===== src/hw/dss_pkg.sv =====
package dss_pkg;

  // Status word bit positions
  localparam int unsigned BIT_RTSO    = 0;
  localparam int unsigned BIT_SWON    = 1;
  localparam int unsigned BIT_OPEN    = 2;
  localparam int unsigned BIT_FAULT   = 3;
  localparam int unsigned BIT_VOLT    = 4;
  localparam int unsigned BIT_QSTOP_N = 5;
  localparam int unsigned BIT_SOD     = 6;
  localparam int unsigned BIT_WARN    = 7;
  localparam int unsigned BIT_REMOTE  = 9;
  localparam int unsigned BIT_TARGET  = 10;
  localparam int unsigned BIT_LIMIT   = 11;
  localparam int unsigned BIT_STOPKEY = 14;
  localparam int unsigned BIT_DIR     = 15;
  localparam logic [15:0] STATUS_RESET = 16'h0000;

  // Control word bit positions
  localparam int unsigned CW_SWON   = 0;
  localparam int unsigned CW_VOLT   = 1;
  localparam int unsigned CW_QSTOP  = 2;
  localparam int unsigned CW_ENOP   = 3;
  localparam int unsigned CW_FRESET = 7;
  localparam int unsigned CW_ASSIGN_BASE = 11;
  localparam logic [15:0] CTRL_RESET = 16'h0000;

  // Function source codes: none, then control word bits 11..15
  localparam logic [2:0] SRC_NONE = 3'h0;
  localparam logic [2:0] SRC_B11  = 3'h1;
  localparam logic [2:0] SRC_B12  = 3'h2;
  localparam logic [2:0] SRC_B13  = 3'h3;
  localparam logic [2:0] SRC_B14  = 3'h4;
  localparam logic [2:0] SRC_B15  = 3'h5;
  localparam logic [2:0] REVERSE_ASSIGN_DEFAULT = SRC_B11;

  // Timing: mains timeout counted in milliseconds
  localparam int unsigned CLOCK_HZ   = 20000000;
  localparam int unsigned TICK_US    = 1000;
  localparam int unsigned TICK_CYCLES = CLOCK_HZ / 1000000 * TICK_US;
  localparam int unsigned TIMEOUT_W  = 16;

  typedef enum logic [2:0] {
    ST_NOT_READY,
    ST_SW_ON_DISABLED,
    ST_READY,
    ST_SWITCHED_ON,
    ST_OP_ENABLED,
    ST_QSTOP_ACTIVE,
    ST_FAULT_REACTION,
    ST_FAULT
  } dss_state_t;

endpackage


===== src/hw/dss_tmr_if.sv =====
`timescale 1ns/1ps
interface dss_tmr_if;
  logic                           run;
  logic [dss_pkg::TIMEOUT_W-1:0]  limit_ms;
  logic                           expired;

  modport ctrl (output run, output limit_ms, input expired);
  modport tmr  (input run, input limit_ms, output expired);
endinterface


===== src/hw/dss_status.sv =====
`timescale 1ns/1ps
// Notes on behaviour
// - Control bits 11..15 each selectable by code as a function source.
// - By default control bit 11 drives the reverse direction command.
// - Low byte: ready, on, enabled, fault, voltage, quick stop low, disabled, warn.
// - Masked by 006F: 40, 21, 23, 27, 07, 08 from disabled through fault; 00 in not ready, 0F in fault reaction.
// - Fault following quick stop active reads 28 under the mask.
// - Enable operation from ready goes straight to operation enabled.
// - Separate control stage: ready reads 21 without power, 31 with.
// - Power absent past mains timeout in switched on raises contactor error.
module dss_status #(
  parameter int unsigned TICK_CYCLES = dss_pkg::TICK_CYCLES
) (
  // Clock and reset
  input  wire logic                           clock,
  input  wire logic                           reset_n,
  // Control word from fieldbus logic
  input  wire logic [15:0]                    ctrl_word,
  input  wire logic                           ctrl_valid,
  // Configuration
  input  wire logic [2:0]                     reverse_direction_assign,
  input  wire logic [2:0]                     dc_braking_source_select,
  input  wire logic [dss_pkg::TIMEOUT_W-1:0]  mains_timeout_ms,
  // Pins from the power stage
  input  wire logic                           power_present_pin,
  input  wire logic                           fault_pin,
  input  wire logic                           stop_key_pin,
  // Drive condition flags, same clock
  input  wire logic                           warning_active,
  input  wire logic                           remote_source,
  input  wire logic                           target_reached,
  input  wire logic                           internal_limit,
  input  wire logic                           direction_reverse,
  // Status
  output logic [15:0]                         drive_status_word,
  output dss_pkg::dss_state_t                 drive_state,
  output logic                                no_power_stage_display,
  output logic                                input_contactor_error,
  // Function outputs
  output logic                                reverse_cmd,
  output logic                                dc_braking_cmd
);

  logic [1:0]          rst_sync_ff;
  logic                rst_n;
  logic [1:0]          pwr_sync_ff;
  logic [1:0]          flt_sync_ff;
  logic [1:0]          key_sync_ff;
  logic                pwr_ok;
  logic [15:0]         ctrl_ff;
  logic                freset_prev_ff;
  logic                freset_rise;
  dss_pkg::dss_state_t state_ff;
  dss_pkg::dss_state_t nxt_state;
  logic                from_qstop_ff;
  logic                contactor_err_ff;
  logic                fault_cause;
  logic [15:0]         nxt_status;
  logic [15:0]         status_ff;
  logic                reverse_ff;
  logic                dc_brake_ff;

  dss_tmr_if tif ();

  // Reset release
  always_ff @(posedge clock or negedge reset_n) begin
    if (!reset_n) begin
      rst_sync_ff <= 2'h0;
    end else begin
      rst_sync_ff <= {rst_sync_ff[0], 1'b1};
    end
  end
  assign rst_n = rst_sync_ff[1];

  // Pin synchronisers
  always_ff @(posedge clock or negedge rst_n) begin
    if (!rst_n) begin
      pwr_sync_ff <= 2'h0;
      flt_sync_ff <= 2'h0;
      key_sync_ff <= 2'h0;
    end else begin
      pwr_sync_ff <= {pwr_sync_ff[0], power_present_pin};
      flt_sync_ff <= {flt_sync_ff[0], fault_pin};
      key_sync_ff <= {key_sync_ff[0], stop_key_pin};
    end
  end
  assign pwr_ok = pwr_sync_ff[1];

  // Control word holding register
  always_ff @(posedge clock or negedge rst_n) begin
    if (!rst_n) begin
      ctrl_ff <= dss_pkg::CTRL_RESET;
    end else if (ctrl_valid) begin
      ctrl_ff <= ctrl_word;
    end
  end

  always_ff @(posedge clock or negedge rst_n) begin
    if (!rst_n) begin
      freset_prev_ff <= 1'b0;
    end else begin
      freset_prev_ff <= ctrl_ff[dss_pkg::CW_FRESET];
    end
  end
  assign freset_rise = ctrl_ff[dss_pkg::CW_FRESET] && !freset_prev_ff;

  // Selects control bit 11..15 by source code; none or unknown code gives 0
  function automatic logic src_bit(input logic [2:0] code, input logic [15:0] cw);
    logic r;
    r = 1'b0;
    if (code >= dss_pkg::SRC_B11 && code <= dss_pkg::SRC_B15) begin
      r = cw[dss_pkg::CW_ASSIGN_BASE + int'(code - dss_pkg::SRC_B11)];
    end
    return r;
  endfunction

  always_ff @(posedge clock or negedge rst_n) begin
    if (!rst_n) begin
      dc_brake_ff <= 1'b0;
    end else begin
      dc_brake_ff <= src_bit(dc_braking_source_select, ctrl_ff);
    end
  end

  always_ff @(posedge clock or negedge rst_n) begin
    if (!rst_n) begin
      reverse_ff <= 1'b0;
    end else begin
      reverse_ff <= src_bit(reverse_direction_assign, ctrl_ff);
    end
  end

  assign tif.run      = (state_ff == dss_pkg::ST_SWITCHED_ON) && !pwr_ok;
  assign tif.limit_ms = mains_timeout_ms;

  dss_timeout #(
    .TICK_CYCLES (TICK_CYCLES)
  ) u_timeout (
    .clock (clock),
    .rst_n (rst_n),
    .tif   (tif)
  );

  // contactor error latch; a new expiry wins over the reset
  always_ff @(posedge clock or negedge rst_n) begin
    if (!rst_n) begin
      contactor_err_ff <= 1'b0;
    end else if (tif.expired) begin
      contactor_err_ff <= 1'b1;
    end else if (freset_rise && state_ff == dss_pkg::ST_FAULT) begin
      contactor_err_ff <= 1'b0;
    end
  end

  // Latched error left out, else the reset that clears it could never leave fault
  assign fault_cause = flt_sync_ff[1] || tif.expired;

  // Operating state transitions
  always_comb begin
    nxt_state = state_ff;
    case (state_ff)
      dss_pkg::ST_NOT_READY: begin
        nxt_state = dss_pkg::ST_SW_ON_DISABLED;
      end
      dss_pkg::ST_SW_ON_DISABLED: begin
        if (ctrl_ff[2:0] == 3'h6) begin
          nxt_state = dss_pkg::ST_READY;
        end
      end
      dss_pkg::ST_READY: begin
        if (!ctrl_ff[dss_pkg::CW_VOLT] || !ctrl_ff[dss_pkg::CW_QSTOP]) begin
          nxt_state = dss_pkg::ST_SW_ON_DISABLED;
        end else if (ctrl_ff[3:0] == 4'hf) begin
          nxt_state = dss_pkg::ST_OP_ENABLED;
        end else if (ctrl_ff[3:0] == 4'h7) begin
          nxt_state = dss_pkg::ST_SWITCHED_ON;
        end
      end
      dss_pkg::ST_SWITCHED_ON: begin
        if (!ctrl_ff[dss_pkg::CW_VOLT] || !ctrl_ff[dss_pkg::CW_QSTOP]) begin
          nxt_state = dss_pkg::ST_SW_ON_DISABLED;
        end else if (!ctrl_ff[dss_pkg::CW_SWON]) begin
          nxt_state = dss_pkg::ST_READY;
        end else if (ctrl_ff[dss_pkg::CW_ENOP]) begin
          nxt_state = dss_pkg::ST_OP_ENABLED;
        end
      end
      dss_pkg::ST_OP_ENABLED: begin
        if (!ctrl_ff[dss_pkg::CW_VOLT]) begin
          nxt_state = dss_pkg::ST_SW_ON_DISABLED;
        end else if (!ctrl_ff[dss_pkg::CW_QSTOP]) begin
          nxt_state = dss_pkg::ST_QSTOP_ACTIVE;
        end else if (!ctrl_ff[dss_pkg::CW_SWON]) begin
          nxt_state = dss_pkg::ST_READY;
        end else if (!ctrl_ff[dss_pkg::CW_ENOP]) begin
          nxt_state = dss_pkg::ST_SWITCHED_ON;
        end
      end
      dss_pkg::ST_QSTOP_ACTIVE: begin
        if (!ctrl_ff[dss_pkg::CW_VOLT]) begin
          nxt_state = dss_pkg::ST_SW_ON_DISABLED;
        end
      end
      dss_pkg::ST_FAULT_REACTION: begin
        nxt_state = dss_pkg::ST_FAULT;
      end
      dss_pkg::ST_FAULT: begin
        if (freset_rise && !fault_cause) begin
          nxt_state = dss_pkg::ST_SW_ON_DISABLED;
        end
      end
      default: begin
        nxt_state = dss_pkg::ST_NOT_READY;
      end
    endcase
    if (fault_cause && state_ff != dss_pkg::ST_FAULT_REACTION
        && state_ff != dss_pkg::ST_FAULT) begin
      nxt_state = dss_pkg::ST_FAULT_REACTION;
    end
  end

  always_ff @(posedge clock or negedge rst_n) begin
    if (!rst_n) begin
      state_ff <= dss_pkg::ST_NOT_READY;
    end else begin
      state_ff <= nxt_state;
    end
  end

  // remember fault entered from quick stop
  always_ff @(posedge clock or negedge rst_n) begin
    if (!rst_n) begin
      from_qstop_ff <= 1'b0;
    end else if (nxt_state == dss_pkg::ST_FAULT_REACTION) begin
      from_qstop_ff <= (state_ff == dss_pkg::ST_QSTOP_ACTIVE);
    end else if (nxt_state == dss_pkg::ST_SW_ON_DISABLED) begin
      from_qstop_ff <= 1'b0;
    end
  end

  // Status word assembly
  always_comb begin
    nxt_status = 16'h0000;
    case (state_ff)
      dss_pkg::ST_SW_ON_DISABLED: nxt_status[dss_pkg::BIT_SOD] = 1'b1;
      dss_pkg::ST_READY:          nxt_status[dss_pkg::BIT_QSTOP_N] = 1'b1;
      dss_pkg::ST_SWITCHED_ON:    nxt_status[dss_pkg::BIT_QSTOP_N] = 1'b1;
      dss_pkg::ST_OP_ENABLED:     nxt_status[dss_pkg::BIT_QSTOP_N] = 1'b1;
      dss_pkg::ST_FAULT:          nxt_status[dss_pkg::BIT_QSTOP_N] = from_qstop_ff;
      default:                    nxt_status[dss_pkg::BIT_QSTOP_N] = 1'b0;
    endcase
    nxt_status[dss_pkg::BIT_RTSO]  = state_ff inside {dss_pkg::ST_READY,
        dss_pkg::ST_SWITCHED_ON, dss_pkg::ST_OP_ENABLED, dss_pkg::ST_QSTOP_ACTIVE,
        dss_pkg::ST_FAULT_REACTION};
    nxt_status[dss_pkg::BIT_SWON]  = state_ff inside {dss_pkg::ST_SWITCHED_ON,
        dss_pkg::ST_OP_ENABLED, dss_pkg::ST_QSTOP_ACTIVE, dss_pkg::ST_FAULT_REACTION};
    nxt_status[dss_pkg::BIT_OPEN]  = state_ff inside {dss_pkg::ST_OP_ENABLED,
        dss_pkg::ST_QSTOP_ACTIVE, dss_pkg::ST_FAULT_REACTION};
    nxt_status[dss_pkg::BIT_FAULT] = state_ff inside {dss_pkg::ST_FAULT_REACTION,
        dss_pkg::ST_FAULT};
    nxt_status[dss_pkg::BIT_VOLT]    = pwr_ok;
    nxt_status[dss_pkg::BIT_WARN]    = warning_active;
    // high byte, reserved bits stay zero
    nxt_status[dss_pkg::BIT_REMOTE]  = remote_source;
    nxt_status[dss_pkg::BIT_TARGET]  = target_reached;
    nxt_status[dss_pkg::BIT_LIMIT]   = internal_limit;
    nxt_status[dss_pkg::BIT_STOPKEY] = key_sync_ff[1];
    nxt_status[dss_pkg::BIT_DIR]     = direction_reverse;
  end

  always_ff @(posedge clock or negedge rst_n) begin
    if (!rst_n) begin
      status_ff <= dss_pkg::STATUS_RESET;
    end else begin
      status_ff <= nxt_status;
    end
  end

  assign drive_status_word      = status_ff;
  assign drive_state            = state_ff;
  assign no_power_stage_display = !status_ff[dss_pkg::BIT_VOLT];
  assign input_contactor_error  = contactor_err_ff;
  assign reverse_cmd            = reverse_ff;
  assign dc_braking_cmd         = dc_brake_ff;

endmodule // dss_status


===== src/hw/dss_timeout.sv =====
`timescale 1ns/1ps
module dss_timeout #(
  parameter int unsigned TICK_CYCLES = dss_pkg::TICK_CYCLES
) (
  // Clock and reset
  input  wire logic   clock,
  input  wire logic   rst_n,
  // Timer control
  dss_tmr_if.tmr      tif
);

  localparam int unsigned DW = $clog2(TICK_CYCLES + 1);
  localparam logic [DW-1:0] DIV_LAST = DW'(TICK_CYCLES - 1);

  logic [DW-1:0]                 div_ff;
  logic [dss_pkg::TIMEOUT_W-1:0] ms_ff;
  logic                          tick;

  assign tick = (div_ff == DIV_LAST);

  // Millisecond enable; restarts with each run so the first ms is whole
  always_ff @(posedge clock or negedge rst_n) begin
    if (!rst_n) begin
      div_ff <= '0;
    end else if (!tif.run || tick) begin
      div_ff <= '0;
    end else begin
      div_ff <= div_ff + DW'(1);
    end
  end

  always_ff @(posedge clock or negedge rst_n) begin
    if (!rst_n) begin
      ms_ff <= '0;
    end else if (!tif.run) begin
      ms_ff <= '0;
    end else if (tick && !tif.expired) begin
      ms_ff <= ms_ff + dss_pkg::TIMEOUT_W'(1);
    end
  end

  assign tif.expired = tif.run && (ms_ff >= tif.limit_ms);

endmodule // dss_timeout


===== config.mk =====
export PLATFORM = sky130hd
export DESIGN_NAME = dss_status
export DESIGN_NICKNAME = d
export VERILOG_FILES = /design/src/hw/dss_pkg.sv /design/src/hw/dss_tmr_if.sv /design/src/hw/dss_status.sv /design/src/hw/dss_timeout.sv
export SDC_FILE = /design/constraint.sdc
export NUM_CORES = 1
export LEC_CHECK = 0
export BUFFER_PORTS_ARGS = -buffer_cell sky130_fd_sc_hd__buf_2
export CAP_MARGIN = 0
export CORE_ASPECT_RATIO = 0.8
export CORE_MARGIN = 2
export CORE_UTILIZATION = 35
export CTS_CLUSTER_SIZE = 14
export DETAILED_ROUTE_END_ITERATION = 10
export PLACE_DENSITY = 0.55
export SLEW_MARGIN = 15
export SYNTH_ARGS = -nofsm -noshare
export SYNTH_HDL_FRONTEND = slang
export SYNTH_SLANG_ARGS = --single-unit

===== constraint.sdc =====
create_clock -name clock -period 2.66 [get_ports clock]
set_input_delay 0.399 -clock clock [delete_from_list [all_inputs] [get_ports clock]]
set_output_delay 0.399 -clock clock [all_outputs]
set_load 0.05 [all_outputs]

==> run metrics <==
fraction of layout cells with a size suffix above 1=27.0%; Worst EP required=2.85 ns; final instance area=0.00481 mm^2; Max Clk Rate=0.416 GHz; Seq/Total Area, Yosys=between 40% and 50%; Clk Latency, worst-skew pair=0.33 ns; part of the cycle the worst path needs=approximately nine tenths; Compound-Gate Fraction of Synth Area=7.27%; DRT iter0 DRCs=124; die area=0.0123 mm^2; Layout Utilization=43.9%; largest net degree at the start of global routing=38; # IOs=72; Yosys top cell area share=47.6%; status=completed; vias per cell=between 4 and 5; antenna viol nets, final=0; Vias=2893; global-route wire length before repair=between 10 and 15 mm; largest family of logic cells by synthesized area=simple AND/OR/NAND/NOR gates; crit-path max FO=19; Placed Area=about 0.0045 mm^2; #FFs+latches synth=76; ranking of synthesized cells by area=dfrtp_1, ha_1, mux2_2; Die Span X=123 um; Inserted Clock Buffers=9; crit-path leading delay family=simple AND/OR/NAND/NOR gates; crit path time final=between 2 and 2.5 ns; VDD IR max=~0.00036 V; Setup violations, final=0; number of inserted diodes=0; top cell type by total area after synthesis=dfrtp_1; fin. max-slew vios=0; TritonCTS clock tree=built; clock skew=0.00636 ns; adder-cell share of the synthesized area=8.46%; antenna violations before repair=0; final WL=~8.2 mm; hpwl dp=6.11 mm; Nets=~520; Residual DRC=0; core area=0.0110 mm^2; Unique masters post-synth=45; Initial Utilization=36.4%; Ys Warns=0; DP Worst Slack=0.148 ns; CTS Hold Bufs=1; Slowest cell on crit path=dfrtp_1; H-Tree Depth=3; Synth Area in XOR/XNOR=5.48%; post-CTS sizing=0; Setup WS post-layout=0.258 ns; port buffer count=68; Clk pin slew, worst setup/hold paths=0.06 ns; sequence of cells on the critical path=inv_1 > ha_1 > nor3b_2 > o21ai_1 > a31oi_1 > nand4_4 > nor4_2 > xnor2_1 > nor2_1; Hold Vio Cnt, Final=0; Die Y=99.5 um; synth-to-layout area growth=20.6%; total power=3720 uW; setup TNS=0 ns; Post-Syn Area=0.00399 mm^2; Worst path max stage delay=0.38 ns; CP Buf/Inv Count=1; Clock Path Buffers=2; CP arrival=2.60 ns; actual slew at the worst max-slew pin=0.713 ns; cells after synthesis=376; Lkg Pwr=roughly 0.0022 uW; most frequent cells in the layout=dfrtp_1, buf_2, nor2_1, nand2_1, inv_1; Total GRT Usage=14.3%; CP endpoint kind=flip-flop; RSZ-0062 raised after global routing=no; post-synthesis simple-gate area fraction=16.9%; mux contribution to synthesized area=9.18%; Max-cap violations=0; fillers=1058; main flop type after synthesis=dfrtp_1; most common cell after layout, fill and taps aside=dfrtp_1; number of synthesized flops with an enable pin=0; Crit Path Category=flip-flop to flip-flop; syn_area_per_cell=10.6 um^2; Hold Crit Class=input port to flip-flop; Clock Root Buffer=clkbuf_16; DR WL/cell=13.7 um; Synth async-reset ratio=between 90% and 100%; Post-CTS Setup Inserts=0; Pre-antenna DRT Iters=4; Slew Limit Headroom=52.5%; vias in the first global route=2829; Cell Rows=34; Sink Count=76; Cell Pwr Density=slightly below 800 mW/mm^2; Placer Congestion=0.772; crit path launch type=flip-flop; total global routing overflow=0
-- power breakdown --
part / leakage, uW / internal [uW] / switching (uW)
combinational: 0.00106 / 318 / 638
sequential: 0.000967 / 1280 / 149
clock: 0.000158 / 873 / 464
total: 0.00219 / 2470 / 1250
-- metal layers --
metal | vias up | routed length, um | track usage (%)
li1 | 1441 | - | -
met1 | 1381 | 3960 | 20.2
met2 | 60 | 3700 | 21.0
met3 | 11 | 391 | 4.70
met4 | 0 | 100 | 4.28
met5 | - | 0 | 0
-- worst reg2reg max path: stages (launching register included) --
cell and delay (ns):
dfrtp_1 0.38, inv_1 0.08, ha_1 0.28, nor3b_2 0.18, o21ai_1 0.13, a31oi_1 0.32
nand4_4 0.34, nor4_2 0.37, xnor2_1 0.15, nor2_1 0.05
-- kinds of logic (layout without fill, tap and decap cells) --
| group | count (synthesis) | in the layout |
|---|---|---|
| xor gates and xnor gates | 25 | 25 |
| adders and majority gates | 27 | 27 |
| buffers and inverters | 45 | 119 |
| and+or+nand+nor | 125 | 125 |
| muxes | 27 | 27 |
| other | 2 | 4 |
| DFF | 76 | 76 |
| AOI/OAI and AO/OA | 49 | 49 |
-- state kept, by name, indices dropped and copies added, names as in the netlist --
name                   count
ctrl_ff                   16
u_timeout.ms_ff           16
freset_prev_ff             1
pwr_sync_ff                2
rst_sync_ff                2
key_sync_ff                2
drive_state                3
reverse_cmd                1
dc_braking_cmd             1
flt_sync_ff                2
input_contactor_error      1
u_timeout.div_ff          15
drive_status_word         13
from_qstop_ff              1
-- worst paths after layout --
path | startpoint | to | slack [ns] | cells past startpoint
min in group asynchronous | rst_sync_ff[1] | ctrl_ff[12] | 0.32 | 1
setup reg to reg | u_timeout.ms_ff[0] | u_timeout.ms_ff[15] | 0.26 | 9
max in group asynchronous | rst_sync_ff[1] | u_timeout.ms_ff[3] | 2.00 | 1
setup / recovery | u_timeout.ms_ff[0] | u_timeout.ms_ff[15] | 0.26 | 9
hold / removal | warning_active | drive_status_word[7] | 0.17 | 1
hold reg to reg | rst_sync_ff[1] | ctrl_ff[12] | 0.32 | 1
-- layout make-up --
type / count / area, um^2 / share of cell area, %
multi-input cells: 257 / 1900 / 39.6
clock buffers: 11 / 253 / 5.25
well taps: 144 / 180 / 3.74
repair buffers: 72 / 373 / 7.75
clock inverters: 5 / 83.8 / 1.74
flip-flops and latches: 76 / 1900 / 39.5
inverters: 31 / 116 / 2.42
-- Yosys cell counts, types with 2 or more instances --
master	n
nor3_1	9
dfrtp_1	76
clkbuf_1	4
nor2_1	35
nand3_1	12
a31oi_1	4
a21o_1	2
nor4_4	2
ha_1	27
buf_4	3
nor3_2	4
mux2_2	17
a21oi_1	16
nor4_1	3
mux4_2	6
nand2b_1	3
conb_1	2
o31ai_1	2
inv_1	31
xor2_1	7
or3_1	8
nor4_2	2
and3_1	3
nor3b_2	2
xnor2_1	18
nand4_1	7
o21ai_0	15
buf_2	5
nand2_1	32
mux2i_1	4
-- per-stage QoR --
step / instances / hold slack, ns
detailed placement: 579 / 0.194
finish: 596 / 0.169
floorplan: 378 / 0.103
global placement: 579 / 0.189
global route: 596 / 0.151
CTS: 596 / 0.154
(Power assumes the default switching activity.)
